File: config.mk
export PLATFORM = sky130hd
export DESIGN_NAME = bwd_top
export DESIGN_NICKNAME = d
export VERILOG_FILES = /design/src/bwd_top.v /design/src/bwd_sync.v
export VERILOG_INCLUDE_DIRS = /design/src /design/src/src
export SDC_FILE = /design/constraint.sdc
export NUM_CORES = 1
export LEC_CHECK = 0
export BUFFER_PORTS_ARGS = -buffer_cell sky130_fd_sc_hd__buf_2
export CORE_MARGIN = 2
export CORE_UTILIZATION = 56
export DETAILED_ROUTE_END_ITERATION = 7
export PLACE_DENSITY = 0.76
export SLEW_MARGIN = 0
export SYNTH_ARGS = -nofsm -noshare
export SYNTH_HDL_FRONTEND = slang
export SYNTH_SLANG_ARGS = --single-unit
File: constraint.sdc
create_clock -name core_clk -period 5.6 [get_ports core_clk]
set_clock_uncertainty 0.05 [all_clocks]
set_input_delay 0.56 -clock core_clk [delete_from_list [all_inputs] [get_ports core_clk]]
set_output_delay 0.56 -clock core_clk [all_outputs]
set_load 0.05 [all_outputs]
File: src/bwd_consts.vh
/*
  Constants for the board supervisor: register offsets, field positions,
  reset values and timing figures.
  Assumes a 25 MHz core clock and a plain strobe register port.
*/
`ifndef BWD_CONSTS_VH
`define BWD_CONSTS_VH

// ----------------------------------------------------------------------------
// Register offsets
// ----------------------------------------------------------------------------
`define BWD_ADDR_W          4
`define BWD_REG_CTRL        4'h0
`define BWD_REG_STAT        4'h1
`define BWD_REG_CFG         4'h2

// ----------------------------------------------------------------------------
// Control register fields (write)
// ----------------------------------------------------------------------------
`define BWD_CTRL_SEL_LO     0
`define BWD_CTRL_SEL_HI     1
`define BWD_CTRL_SEL_WE     2
`define BWD_CTRL_SERVICE    3

// ----------------------------------------------------------------------------
// Config register fields
// ----------------------------------------------------------------------------
`define BWD_CFG_SWAP        0
`define BWD_CFG_RST_DIS     1
`define BWD_CFG_PWR_DIS     2
`define BWD_CFG_RESET       3'h0

// ----------------------------------------------------------------------------
// Period selections
// ----------------------------------------------------------------------------
`define BWD_SEL_2S          2'h0
`define BWD_SEL_10S         2'h1
`define BWD_SEL_50S         2'h2
`define BWD_SEL_255S        2'h3
`define BWD_SEL_RESET       2'h0
`define BWD_PER_2S          8'h02
`define BWD_PER_10S         8'h0A
`define BWD_PER_50S         8'h32
`define BWD_PER_255S        8'hFF

// ----------------------------------------------------------------------------
// Timing
// ----------------------------------------------------------------------------
`define BWD_CLK_HZ          25000000
`define BWD_OVERRIDE_S      4
`define BWD_BLINK_HZ        2
`define BWD_RST_PULSE_CYC   16
`define BWD_DEB_CYC         1024

// ----------------------------------------------------------------------------
// Power states
// ----------------------------------------------------------------------------
`define BWD_PS_S0           1'b0
`define BWD_PS_S5           1'b1

`endif

File: src/bwd_top.v
/*
  Board supervisor: watchdog with four periods, front-panel reset switch,
  handle power button and override, backplane reset and power-good LED.
  Assumes a 25 MHz core clock, a strobe register port and active-low
  switch inputs from pins.
*/
// Chosen here: the plain strobed port and the register offsets.
`include "bwd_consts.vh"
`timescale 1ns/1ps
`default_nettype none

module bwd_top #(
  parameter CLK_HZ     = `BWD_CLK_HZ,
  parameter TICK_CYC   = `BWD_CLK_HZ,
  parameter OVR_CYC    = `BWD_OVERRIDE_S * `BWD_CLK_HZ,
  parameter BLINK_CYC  = `BWD_CLK_HZ / (2 * `BWD_BLINK_HZ),
  parameter DEB_CYC    = `BWD_DEB_CYC,
  parameter PULSE_CYC  = `BWD_RST_PULSE_CYC
) (
  // Clock and reset
  input  wire                   core_clk,
  input  wire                   sys_rst,
  // Register port
  input  wire [`BWD_ADDR_W-1:0] reg_addr,
  input  wire [7:0]             reg_wdata,
  input  wire                   reg_wr,
  input  wire                   reg_rd,
  output reg  [7:0]             reg_rdata,
  // Front panel and backplane
  input  wire                   reset_switch_n,
  input  wire                   handle_button_n,
  input  wire                   handle_closed,
  input  wire                   backplane_reset_request_n,
  input  wire                   rails_good,
  // Events and indicator
  output reg                    system_reset_req,
  output reg                    power_button_pulse,
  output reg                    power_override,
  output reg                    soft_off,
  output reg                    power_good_indicator_green,
  output reg                    power_good_indicator_yellow
);

  // --------------------------------------------------------------------------
  // Pin synchronisers
  // --------------------------------------------------------------------------
  wire rsw_n;
  wire hbtn_n;
  wire hcl;
  wire bpr_n;
  wire rg;

  bwd_sync #(.RST_VAL(1'b1)) u_rsw (.core_clk(core_clk), .sys_rst(sys_rst),
    .pin_in(reset_switch_n), .pin_out(rsw_n));
  bwd_sync #(.RST_VAL(1'b1)) u_hbtn (.core_clk(core_clk), .sys_rst(sys_rst),
    .pin_in(handle_button_n), .pin_out(hbtn_n));
  bwd_sync #(.RST_VAL(1'b0)) u_hcl (.core_clk(core_clk), .sys_rst(sys_rst),
    .pin_in(handle_closed), .pin_out(hcl));
  bwd_sync #(.RST_VAL(1'b1)) u_bpr (.core_clk(core_clk), .sys_rst(sys_rst),
    .pin_in(backplane_reset_request_n), .pin_out(bpr_n));
  bwd_sync #(.RST_VAL(1'b0)) u_rg (.core_clk(core_clk), .sys_rst(sys_rst),
    .pin_in(rails_good), .pin_out(rg));

  // --------------------------------------------------------------------------
  // Registers
  // --------------------------------------------------------------------------
  reg [1:0] sel_q;
  reg [2:0] cfg_q;
  reg       active_q;
  reg [7:0] secs_q;
  reg [31:0] tick_cnt_q;
  reg       expired_q;

  wire wr_ctrl = reg_wr && (reg_addr == `BWD_REG_CTRL);
  wire wr_cfg  = reg_wr && (reg_addr == `BWD_REG_CFG);
  wire service = wr_ctrl && reg_wdata[`BWD_CTRL_SERVICE];
  wire tick    = (tick_cnt_q == TICK_CYC - 1);

  reg [7:0] period;
  always @* begin
    case (sel_q)
      `BWD_SEL_2S:  period = `BWD_PER_2S;
      `BWD_SEL_10S: period = `BWD_PER_10S;
      `BWD_SEL_50S: period = `BWD_PER_50S;
      default:      period = `BWD_PER_255S;
    endcase
  end

  always @(posedge core_clk or posedge sys_rst) begin
    if (sys_rst) begin
      sel_q <= `BWD_SEL_RESET;
      cfg_q <= `BWD_CFG_RESET;
    end else begin
      if (wr_ctrl && reg_wdata[`BWD_CTRL_SEL_WE]) begin
        sel_q <= reg_wdata[`BWD_CTRL_SEL_HI:`BWD_CTRL_SEL_LO];
      end
      if (wr_cfg) begin
        cfg_q <= reg_wdata[2:0];
      end
    end
  end

  // --------------------------------------------------------------------------
  // Watchdog
  // --------------------------------------------------------------------------
  always @(posedge core_clk or posedge sys_rst) begin
    if (sys_rst) begin
      active_q   <= 1'b0;
      secs_q     <= 8'h00;
      tick_cnt_q <= 32'h0;
      expired_q  <= 1'b0;
    end else begin
      expired_q <= 1'b0;
      if (service) begin
        active_q   <= 1'b1;
        secs_q     <= 8'h00;
        tick_cnt_q <= 32'h0;
      end else if (active_q) begin
        if (tick) begin
          tick_cnt_q <= 32'h0;
          if (secs_q + 8'h01 >= period) begin
            expired_q <= 1'b1;
            secs_q    <= 8'h00;
          end else begin
            secs_q <= secs_q + 8'h01;
          end
        end else begin
          tick_cnt_q <= tick_cnt_q + 32'h1;
        end
      end
    end
  end

  // --------------------------------------------------------------------------
  // Switch routing
  // --------------------------------------------------------------------------
  wire sw_a = ~rsw_n;
  wire sw_b = ~hbtn_n;
  wire rst_src = cfg_q[`BWD_CFG_SWAP] ? sw_b : sw_a;
  wire pwr_src = cfg_q[`BWD_CFG_SWAP] ? sw_a : sw_b;
  wire rst_press = rst_src & ~cfg_q[`BWD_CFG_RST_DIS];
  wire pwr_press = pwr_src & ~cfg_q[`BWD_CFG_PWR_DIS];

  reg [15:0] deb_cnt_q;
  reg        pwr_deb_q;
  reg        pwr_prev_q;
  reg [7:0]  pulse_cnt_q;

  always @(posedge core_clk or posedge sys_rst) begin
    if (sys_rst) begin
      deb_cnt_q          <= 16'h0;
      pwr_deb_q          <= 1'b0;
      pwr_prev_q         <= 1'b0;
      power_button_pulse <= 1'b0;
    end else begin
      if (pwr_press == pwr_deb_q) begin
        deb_cnt_q <= 16'h0;
      end else if (deb_cnt_q == DEB_CYC - 1) begin
        deb_cnt_q <= 16'h0;
        pwr_deb_q <= pwr_press;
      end else begin
        deb_cnt_q <= deb_cnt_q + 16'h1;
      end
      pwr_prev_q         <= pwr_deb_q;
      power_button_pulse <= pwr_deb_q & ~pwr_prev_q;
    end
  end

  // Reset request held while a source is active, then stretched
  always @(posedge core_clk or posedge sys_rst) begin
    if (sys_rst) begin
      pulse_cnt_q      <= 8'h00;
      system_reset_req <= 1'b0;
    end else begin
      if (rst_press || ~bpr_n || expired_q) begin
        pulse_cnt_q <= PULSE_CYC[7:0];
      end else if (pulse_cnt_q != 8'h00) begin
        pulse_cnt_q <= pulse_cnt_q - 8'h01;
      end
      system_reset_req <= rst_press || ~bpr_n || expired_q || (pulse_cnt_q != 8'h00);
    end
  end

  // --------------------------------------------------------------------------
  // Handle and power state
  // --------------------------------------------------------------------------
  reg [31:0] open_cnt_q;
  reg        ps_q;
  reg        unlocked_q;
  reg        boot_q;
  reg        hcl_prev_q;

  // Closed-to-open transition of the handle, the unlock gesture
  wire open_edge = hcl_prev_q & ~hcl;

  always @(posedge core_clk or posedge sys_rst) begin
    if (sys_rst) begin
      open_cnt_q     <= 32'h0;
      ps_q           <= `BWD_PS_S0;
      unlocked_q     <= 1'b0;
      boot_q         <= 1'b1;
      hcl_prev_q     <= 1'b0;
      power_override <= 1'b0;
      soft_off       <= 1'b0;
    end else begin
      boot_q         <= 1'b0;
      hcl_prev_q     <= hcl;
      power_override <= 1'b0;
      if (hcl) begin
        open_cnt_q <= 32'h0;
      end else if (open_cnt_q != OVR_CYC) begin
        open_cnt_q <= open_cnt_q + 32'h1;
      end
      if (ps_q == `BWD_PS_S0) begin
        unlocked_q <= 1'b0;
        if (!hcl && open_cnt_q == OVR_CYC - 1) begin
          power_override <= 1'b1;
          ps_q           <= `BWD_PS_S5;
        end
      end else begin
        if (open_edge) begin
          unlocked_q <= 1'b1;
        end else if (hcl && unlocked_q) begin
          unlocked_q <= 1'b0;
          ps_q       <= `BWD_PS_S0;
        end
      end
      // Open at power-up counts as already unlocked, so a close returns S0
      if (boot_q && !hcl) begin
        ps_q       <= `BWD_PS_S5;
        unlocked_q <= 1'b1;
      end
      soft_off <= (ps_q == `BWD_PS_S5);
    end
  end

  // --------------------------------------------------------------------------
  // Indicator
  // --------------------------------------------------------------------------
  reg [31:0] blink_cnt_q;
  reg        blink_q;

  always @(posedge core_clk or posedge sys_rst) begin
    if (sys_rst) begin
      blink_cnt_q                 <= 32'h0;
      blink_q                     <= 1'b0;
      power_good_indicator_green  <= 1'b0;
      power_good_indicator_yellow <= 1'b0;
    end else begin
      if (blink_cnt_q == BLINK_CYC - 1) begin
        blink_cnt_q <= 32'h0;
        blink_q     <= ~blink_q;
      end else begin
        blink_cnt_q <= blink_cnt_q + 32'h1;
      end
      power_good_indicator_yellow <= ~hcl & blink_q;
      power_good_indicator_green  <= hcl & rg & ~system_reset_req & ~ps_q;
    end
  end

  // --------------------------------------------------------------------------
  // Read port
  // --------------------------------------------------------------------------
  always @(posedge core_clk or posedge sys_rst) begin
    if (sys_rst) begin
      reg_rdata <= 8'h00;
    end else if (reg_rd) begin
      case (reg_addr)
        `BWD_REG_CTRL: reg_rdata <= {6'h00, sel_q};
        `BWD_REG_STAT: reg_rdata <= {4'h0, ps_q, ~hcl, rg, active_q};
        `BWD_REG_CFG:  reg_rdata <= {5'h00, cfg_q};
        default:       reg_rdata <= 8'h00;
      endcase
    end else begin
      reg_rdata <= 8'h00;
    end
  end

endmodule // bwd_top

`default_nettype wire

File: src/bwd_sync.v
/*
  Three-stage pin synchroniser; the output changes once stages two and
  three agree.
  Assumes an asynchronous input and a single core clock.
*/
`timescale 1ns/1ps
`default_nettype none

module bwd_sync #(
  parameter RST_VAL = 1'b0
) (
  // Clock and reset
  input  wire core_clk,
  input  wire sys_rst,
  // Pin
  input  wire pin_in,
  output reg  pin_out
);

  reg s1_q;
  reg s2_q;
  reg s3_q;

  always @(posedge core_clk or posedge sys_rst) begin
    if (sys_rst) begin
      s1_q    <= RST_VAL;
      s2_q    <= RST_VAL;
      s3_q    <= RST_VAL;
      pin_out <= RST_VAL;
    end else begin
      s1_q <= pin_in;
      s2_q <= s1_q;
      s3_q <= s2_q;
      if (s2_q == s3_q) begin
        pin_out <= s3_q;
      end
    end
  end

endmodule // bwd_sync

`default_nettype wire

Word-level counts from Yosys, hierarchy flattened
Index checks and enable logic that the tools add are counted.
W data, S select, Z words.
{ "word_totals": {"output_inout_bits": 14, "register_bits": 176, "wordCells": 139, "inputBits": 21} }
{ "classes": {"n_addsub": 6, "eq_ne": 16, "n_lt_le_gt_ge": 1, "muxes": 33, "reduce_logical": 20, "bitwise": 19} }
{ "ops": {"columns": ["op", "count"], "rows": [
  ["$mux W32", 6],
  ["$add A32 B1 Y32 const B", 3],
  ["$mux W8", 7],
  ["$eq A32 B23 Y1 const B", 1],
  ["$eq A32 B25 Y1 const B", 1],
  ["$eq A32 B27 Y1 const B", 1],
  ["$mux W16", 2],
  ["$ne A32 B27 Y1 const B", 1],
  ["$pmux W8 S3", 1],
  ["$add A16 B1 Y16 const B", 1],
  ["$eq A16 B10 Y1 const B", 1],
  ["$mux W1", 16],
  ["$pmux W4 S3", 1],
  ["$not A1 Y1", 11],
  ["$add A8 B1 Y8 const B", 1],
  ["$and A1 B1 Y1", 8],
  ["$ge A8 B8 Y1", 1],
  ["$reduce_bool A2 Y1", 4],
  ["$reduce_bool A8 Y1", 1],
  ["$sub A8 B1 Y8 const B", 1],
  ["$logic_and A1 B1 Y1", 7],
  ["$eq A1 B1 Y1", 6],
  ["$eq A4 B1 Y1 const B", 1],
  ["$eq A4 B2 Y1 const B", 1],
  ["other kinds (8)", 11]
]} }

Longest topological paths before layout
Gate-level depths: netlist of run 1.
{ "logic_depth": {"word_depth": 7, "mapped_depth": 11, "ltp_nobuf": 11} }

Hierarchy
A second synthesis of run 1 with hierarchy kept.
{ "hier_totals": {"hier_cells": 805, "area_unflattened_um2": 8281.7} }
{ "by_module_without_submodules": {"columns": ["mod", "cells_per_inst", "n_inst", "area_per_inst_um2", "seq_area_each_um2"], "rows": [
  ["bwd_top", 775, 1, 7691.1, 3804.9],
  ["bwd_sync (u_bpr ...)", 6, 3, 120.1, 105.1],
  ["bwd_sync (u_hcl ...)", 6, 2, 115.1, 100.1]
]} }

Least setup slack after synthesis of run 1
No wires, ideal clock.
{ "synth_timing": {"path_kind": "register to register", "from": "reg secs_q[0]", "to": "reg secs_q[0]", "setup_time_ns": 0.082, "synth_period_minus_slack_ns": 2.461, "t_arrival_ns": 2.329, "required_ns": 5.468, "stages_incl_launch_ff": 12, "path_slack_ns": 3.139, "path_buffers": 0, "cell_sequence": "dfrtp_1 -> ha_1 -> nand3_1 -> nor3_1 -> xnor2_1 -> inv_1 -> ha_1 -> a21o_1 -> a221oi_1 -> o21a_1 -> nand3_1 -> mux2i_1"} }
{ "synth_between": {"elab_chain_len": 6} }
{ "synth_rtl": {"columns": ["item", "line", "rtl"], "rows": [
  ["start, declared", "bwd_top.v:70", "reg [7:0] secs_q;"],
  ["start signal, assigned", "bwd_top.v:125", "secs_q <= secs_q + 8'h01;"],
  ["$add A8 B1 Y8 *", "bwd_top.v:121, bwd_top.v:125", null],
  ["$ge A8 B8 Y1", "bwd_top.v:121", "if (secs_q + 8'h01 >= period) begin"],
  ["$mux W8 *", "bwd_top.v:121", null],
  ["$mux W8 *", "bwd_top.v:119", "if (tick) begin"],
  ["$mux W8 *", "bwd_top.v:118", "end else if (active_q) begin"],
  ["$mux W8 *", "bwd_top.v:114", "if (service) begin"]
]} }
Mark *: on every way between the ends. The rest lies on a longest branch, timed or not. The select of a mux whose other input is x is not followed.
A chain may end at the register's enable or synchronous reset.

Worst setup path in the final report of run 1
{ "layout_timing": {"from": "reg tick_cnt_q[6]", "to": "reg secs_q[4]"} }
{ "layout_between": {"elab_chain_len": 3} }
{ "layout_rtl": {"columns": ["item", "line", "rtl"], "rows": [
  ["start, declared", "bwd_top.v:71", "reg [31:0] tick_cnt_q;"],
  ["start signal, assigned", "bwd_top.v:128", "tick_cnt_q <= tick_cnt_q + 32'h1;"],
  ["$eq A32 B25 Y1", "bwd_top.v:77", "wire tick = (tick_cnt_q == TICK_CYC - 1);"],
  ["$reduce_bool A2 Y1 (no line)", null, null],
  ["$reduce_and A2 Y1 (no line)", null, null]
]} }
No other way between the ends.

==> impl_metrics.csv, run 1 <==
group,metric,value,unit
final_layout,fin_util,63.1,%
power_and_ir_drop,powerDensity,335,mW/mm2
worst_setup_path,cp.arrival,3.14,ns
worst_setup_path,worst-setup-path-type,"flop to flop",
clock_network,postCtsSetupBuffers,0,
clock_network,clk_path_buf_depth,2,
routing,drc,0,
floorplanning,num_rows,44,
final_layout,syn2layout_area_growth,10.7,%
run,cap_violations,0,
synthesis,synthArstFlopShare,100,%
worst_setup_path,required,5.81,ns
worst_setup_path,worstReg2RegStart,"tick_cnt_q[6]",
routing,wl_per_cell,15.0,um
worst_setup_path,start_kind,"flop",
worst_hold_path,hold_depth,1,
final_layout,layout-drive-gt1-share,12.0,%
global_route,grt_overflow,0,
floorplanning,core,0.0144,mm2
sta,period_minus_slack,2.93,ns
floorplanning,fp.dieH,125,um
routing,drt-total-wl,15400,um
clock_network,path_clk_slew,0.06,ns
worst_setup_path,crit_path_max_fanout,37,
place,io_buffers,26,
clock_network,postCtsResizedCells,0,
synthesis,synthDistinctLibCells,62,
synthesis,syn_avg_cell_area,10.2,um2
worst_setup_path,critPathMaxStageDelay,0.97,ns
synthesis,yosysSeqAreaShare,52.5,%
synthesis,synth.most_common_cell,"dfrtp_1",
clock_network,cts_tree,"done",
outcome,outcome,"complete, no violations",
clock_network,cts.sinks,172,
routing,firstDrtPassIters,4,
floorplanning,die_w,125,um
place,dp_hpwl,10100,um
routing,drt-initial-drc-count,291,
floorplanning,initial_core_util,57.1,%
power_and_ir_drop,ir_drop,0.300,mV
worst_hold_path,holdCritStartpoint,"backplane_reset_request_n",
synthesis,post-synth-top-area-fraction,48.3,%
sta,finalSetupTns,0,ns
sta,fin_crit_sh,52.4,%
sta,setup_viol,0,
worst_setup_path,critical_path.top_delay_family,"compound AO/OA/AOI/OAI gates",
global_route,grt_use_total,20.7,%
sta,relSlewSlack,24.7,%
worst_setup_path,rrSetupSlack,2.67,ns
synthesis,synth_edf_count,0,
routing,num_vias,5893,
worst_setup_path,crit_slowest_cell,"a21o_1",
clock_network,cts_made_buffers,17,
routing,drtAntennaViolNets,0,
worst_setup_path,crit_start,"tick_cnt_q[6]",
floorplanning,io_pins,35,
synthesis,synth_area_leaders,"dfrtp_1 48%, xnor2_1 5.7%, nor2_1 4.6%",
worst_setup_path,crit_chain,"nor4b_1 -> nand3_1 -> nor4_2 -> a21o_1 -> o22ai_1",
synthesis,ys_ff_latch,172,
clock_network,postCtsHoldBufs,0,
synthesis,syn_inst,806,
synthesis,synthTopCellsByCount,"159 x dfrtp_1, 101 x nor2_1, 54 x xnor2_1",
sta,report.final.slew_viol_count,0,
place,place.gp.congestion,0.873,
power_and_ir_drop,static-leakage-power,3.97,nW
routing,via_per_inst,5.74,
worst_setup_path,worstSetupEndpointType,"flop",
clock_network,cts-root-buf,"clkbuf_16",
global_route,grt_pass1_wl,26900,um
floorplanning,design.die.area,0.0157,mm2
clock_network,h-tree-depth,4,
worst_hold_path,min_to,"u_bpr.s1_q",
worst_setup_path,reg2reg_to,"secs_q[4]",
sta,hold_viol_final,0,
sta,max_slew.worst_pin.slew,1.13,ns
synthesis,netlist_area,0.00823,mm2
global_route,grt_pass1_vias,5881,
sta,rsz0062_at_grt,"no",
sta,fmax,0.341,GHz
clock_network,worstSkewPairLatency,0.43,ns
global_route,antenna_found_initial,0,
final_layout,antenna_cells,0,
worst_hold_path,hold_path.class,"primary input to flop",
global_route,grt_max_degree,114,
worst_setup_path,reg2regPathDepth,5,
synthesis,synth_top_area_cell,"dfrtp_1",
final_layout,layout.nets,865,
synthesis,ys_warn_count,0,
worst_setup_path,critPathBufInv,0,
synthesis,ys.flop_type,"dfrtp_1",
## metrics by stage
| stage | hold WS [ns] | setup WS, ns | std cells | instance area (um2) | total power [W] |
|---|---|---|---|---|---|
| CTS | 0.169 | 2.68 | 1027 | 9110 | 0.00308 |
| detailed placement | 0.286 | 2.71 | 995 | 8470 | 0.00182 |
| global route | 0.166 | 2.32 | 1027 | 9110 | 0.00320 |
| floorplan | 0.281 | 0.351 | 810 | 8250 | 0.00172 |
| finish | 0.186 | 2.67 | 1027 | 9110 | 0.00305 |
| global placement | 0.290 | 2.71 | 995 | 8470 | 0.00179 |
## worst reg2reg max path, cell delays in order (launching register included)
cell and delay, ns:
dfrtp_1 0.43, nor4b_1 0.34, nand3_1 0.16, nor4_2 0.62, a21o_1 0.98, o22ai_1 0.19
## kinds of logic (layout without fill, tap and decap cells)
family	after synthesis	after routing	share of synthesized area (%)
AND/OR/NAND/NOR	372	372	24.2
buffers and inverters	60	93	3.39
other	1	5	0.0456
multiplexers	14	14	1.84
flip-flops	172	172	52.5
AO/OA/AOI/OAI	78	78	5.70
XOR/XNOR	90	90	9.58
adder cells (fa/ha/maj)	19	19	2.74
## state kept, by name, summed over array words and instances, names as in the netlist, 2 cells and up
signal       cells
deb_cnt_q       16
tick_cnt_q      32
blink_cnt_q     32
secs_q           8
pulse_cnt_q      8
open_cnt_q      32
cfg_q            3
reg_rdata        4
sel_q            2
## layout make-up
cell class              instances  area (um2)
well taps                     184         230
repair buffers                 28         145
clock inverters                10         163
flip-flops and latches        172        4320
fillers                      1139        5320
clock buffers                  22         474
multi-input cells             578        3650
inverters                      33         129
## worst max path at each step
stage / cells past startpoint / slack [ns] / endpoint
finish: 5 / 2.67 / secs_q[4]
detailed placement: 5 / 2.71 / secs_q[5]
global placement: 5 / 2.71 / secs_q[0]
CTS: 5 / 2.68 / secs_q[4]
global route: 5 / 2.32 / secs_q[2]
floorplan: 1 / 0.35 / active_q
## placed cells by master, fill, tap and decap left out, types with 11 or more instances in the layout
master     count
dfstp_2       13
nor2_1       101
nand4_1       23
dfrtp_1      159
and4_1        11
o21ai_0       18
nor2b_1       11
nand2b_1      13
nor3_1        23
or3_1         12
clkbuf_16     17
inv_1         31
or4_1         13
nand3_1       43
nor4_1        19
buf_2         26
a21oi_1       29
and3_1        22
nand2_1       48
xnor2_1       54
xor2_1        36
ha_1          14
## power by group
group          internal, W  switching, W
Combinational     0.000156      0.000222
Clock             0.000783      0.000477
Sequential         0.00133     0.0000840
Total              0.00227      0.000783
## metal layers
layer / global-route usage, % / vias up / share of wire [%] / wire (um)
li1: - / 2844 / - / -
met1: 26.7 / 2924 / 45 / 6900
met2: 34.2 / 103 / 50 / 7680
met3: 4.58 / 22 / 3.4 / 521
met4: 8.10 / 0 / 1.9 / 289
met5: 0 / - / 0 / 0
Note: power is estimated with default switching activity, not from simulation.
==> run 2: changes to the inputs <==
- ABC_AREA: default -> 1
- CORE_UTILIZATION: 56 -> 60
- PLACE_DENSITY: 0.76 -> 0.78
- clock period: 5.6 -> 2.7 ns (I/O delays scaled with it)
==> impl_metrics.csv, run 2 <==
group,metric,value,unit
sta,period_minus_slack,2.47,ns
place,io_buffers,26,
sta,finalSetupTns,0,ns
power_and_ir_drop,ir_drop,0.481,mV
worst_setup_path,cp.arrival,2.79,ns
final_layout,fin_util,67.2,%
global_route,busiest_layer,"met2",
final_layout,multi_input_area,0.00442,mm2
final_layout,fill_cells,1303,
sta,relSlewSlack,53.7,%
clock_network,worstSkewPairLatency,0.44,ns
floorplanning,design.die.area,0.0169,mm2
synthesis,post-synth-top-area-fraction,41.8,%
sta,post-route-worst-setup-slack,0.230,ns
routing,firstDrtPassIters,5,
worst_setup_path,worstReg2RegStart,"secs_q[0]",
global_route,use_met3,4.72,%
global_route,grt_max_degree,98,
synthesis,synthDistinctLibCells,40,
final_layout,layout-drive-gt1-share,7.77,%
global_route,grt_pass1_wl,35100,um
sta,fin_crit_sh,91.5,%
worst_setup_path,start_kind,"flop",
final_layout,layout.nets,1387,
synthesis,synth_area_leaders,"dfrtp_1 42%, nand2_1 14%, nor2_1 10%",
synthesis,synthArstFlopShare,100,%
synthesis,syn_inst,1310,
power_and_ir_drop,static-leakage-power,5.06,nW
floorplanning,die_w,130,um
synthesis,synth_top_area_cell,"dfrtp_1",
final_layout,reg.largest.list,"blink_cnt_q: 32 flops, open_cnt_q: 32 flops, tick_cnt_q: 32 flops",
outcome,outcome,"complete, no violations",
power_and_ir_drop,powerDensity,575,mW/mm2
worst_setup_path,crit_path_max_fanout,7,
global_route,antenna_found_initial,1,
synthesis,ys.flop_type,"dfrtp_1",
place,dp_hpwl,15000,um
global_route,globalRouteMet1Util,34.2,%
worst_setup_path,reg2reg_to,"secs_q[5]",
routing,drtAntennaViolNets,0,
worst_setup_path,worst-setup-path-type,"flop to flop",
synthesis,synthTopCellsByCount,"365 x nand2_1, 265 x nor2_1, 179 x inv_1",
final_layout,ff_latch_area,0.00432,mm2
global_route,grt_pass1_vias,7679,
sta,report.final.slew_viol_count,0,
worst_hold_path,hold_depth,3,
floorplanning,initial_core_util,60.6,%
floorplanning,num_rows,46,
run,cap_violations,0,
synthesis,synth_edf_count,0,
clock_network,h-tree-depth,4,
worst_setup_path,required,3.02,ns
final_layout,mostFrequentLayoutCells,"365 x nand2_1, 265 x nor2_1, 178 x inv_1",
sta,rsz0062_at_grt,"no",
routing,drc,0,
synthesis,synth.most_common_cell,"nand2_1",
worst_hold_path,holdCritStartpoint,"reg_rd",
final_layout,syn2layout_area_growth,11.0,%
floorplanning,core,0.0157,mm2
sta,setup_viol,0,
clock_network,cts.sinks,172,
synthesis,ys_warn_count,0,
routing,drt-initial-drc-count,711,
final_layout,antenna_cells,0,
worst_hold_path,hold_path.class,"primary input to flop",
synthesis,ys_ff_latch,172,
clock_network,cts_tree,"done",
global_route,grt_overflow,0,
synthesis,yosysSeqAreaShare,45.4,%
global_route,grt_use_total,26.1,%
floorplanning,io_pins,35,
clock_network,cts-root-buf,"clkbuf_16",
worst_hold_path,min_to,"reg_rdata[2]",
routing,via_per_inst,5.22,
worst_setup_path,worstSetupEndpointType,"flop",
global_route,grt_use_met2,44.5,%
worst_setup_path,reg2regPathDepth,14,
final_layout,final_common_cell,"nand2_1",
worst_setup_path,rrSetupSlack,0.23,ns
synthesis,syn_avg_cell_area,7.26,um2
sta,max_slew.worst_pin.slew,0.694,ns
clock_network,clk_path_buf_depth,2,
clock_network,cts_made_buffers,17,
synthesis,netlist_area,0.00952,mm2
sta,fmax,0.405,GHz
routing,wl_per_cell,13.3,um
routing,drt-total-wl,21000,um
routing,num_vias,8245,
place,place.gp.congestion,0.938,
floorplanning,fp.dieH,130,um
place,dp_slack,0.0867,ns
sta,hold_viol_final,0,
clock_network,postCtsSetupBuffers,0,
clock_network,path_clk_slew,0.07,ns
[run 2: final cells by class]
type,count,share of cell area (%)
inverters,181,6.47
well taps,216,2.56
flip-flops and latches,172,40.9
clock buffers,18,4.26
multi-input cells,943,41.9
clock inverters,14,1.54
repair buffers,37,2.39
[run 2: power breakdown]
group	internal [W]	total [W]	leakage [nW]	switching, W
clock	0.00130	0.00248	0.300	0.00118
combinational	0.000246	0.000724	2.49	0.000478
sequential	0.00274	0.00287	2.27	0.000129
total	0.00429	0.00607	5.06	0.00179
[run 2: cells by family (layout without fill, tap and decap cells)]
kind of cell / Yosys count / after routing / synth area share, %
fa+ha+maj: 19 / 19 / 2.37
other cells: 1 / 5 / 0.0394
buf+inv: 199 / 250 / 8.38
simple gates: 813 / 813 / 35.9
xor+xnor: 52 / 52 / 4.79
flops: 172 / 172 / 45.4
compound gates: 54 / 54 / 3.14
[run 2: routing by layer]
layer	part of all wire (%)	wire, um
met2	49	10300
met3	4.6	957
met5	0.062	13
met1	45	9370
met4	1.8	384
[run 2: critical path, cell delays in order, from the launching register on]
cell and delay, ns:
dfrtp_2 0.45, ha_1 0.22, nand2_1 0.11, nor2_1 0.07, nand2_1 0.07, xor2_1 0.17, inv_1 0.07, ha_1 0.29
nand2_1 0.09, inv_1 0.05, a21oi_2 0.19, nand3_2 0.20, nor2_1 0.17, nand3_1 0.11, nand2_1 0.09
[run 2: stage by stage]
stage | power (W) | instances | instance area [um2] | hold WS, ns
after floorplan | 0.00345 | 1314 | 9530 | 0.224
after global placement | 0.00360 | 1543 | 9880 | 0.172
after detailed placement | 0.00363 | 1543 | 9880 | 0.174
after CTS | 0.00612 | 1581 | 10600 | 0.0376
after global routing | 0.00635 | 1581 | 10600 | 0.0536
final | 0.00607 | 1581 | 10600 | 0.0424
[run 2: what timing repair did]
action / CTS / global route
resized for setup: 0 / 3
hold buffers: 6 / 0
hold endpoints to repair: 12 / 0
endpoints found under the setup margin: 0 / 7
[run 2: worst max path at each step]
stage | start | endpoint | cells after the start
2_1_floorplan | sys_rst | active_q | 1
3_3_place_gp | secs_q[0] | secs_q[0] | 14
3_5_place_dp | secs_q[0] | secs_q[5] | 14
4_1_cts | secs_q[0] | secs_q[5] | 14
5_1_grt | secs_q[0] | secs_q[5] | 14
6_report | secs_q[0] | secs_q[5] | 14
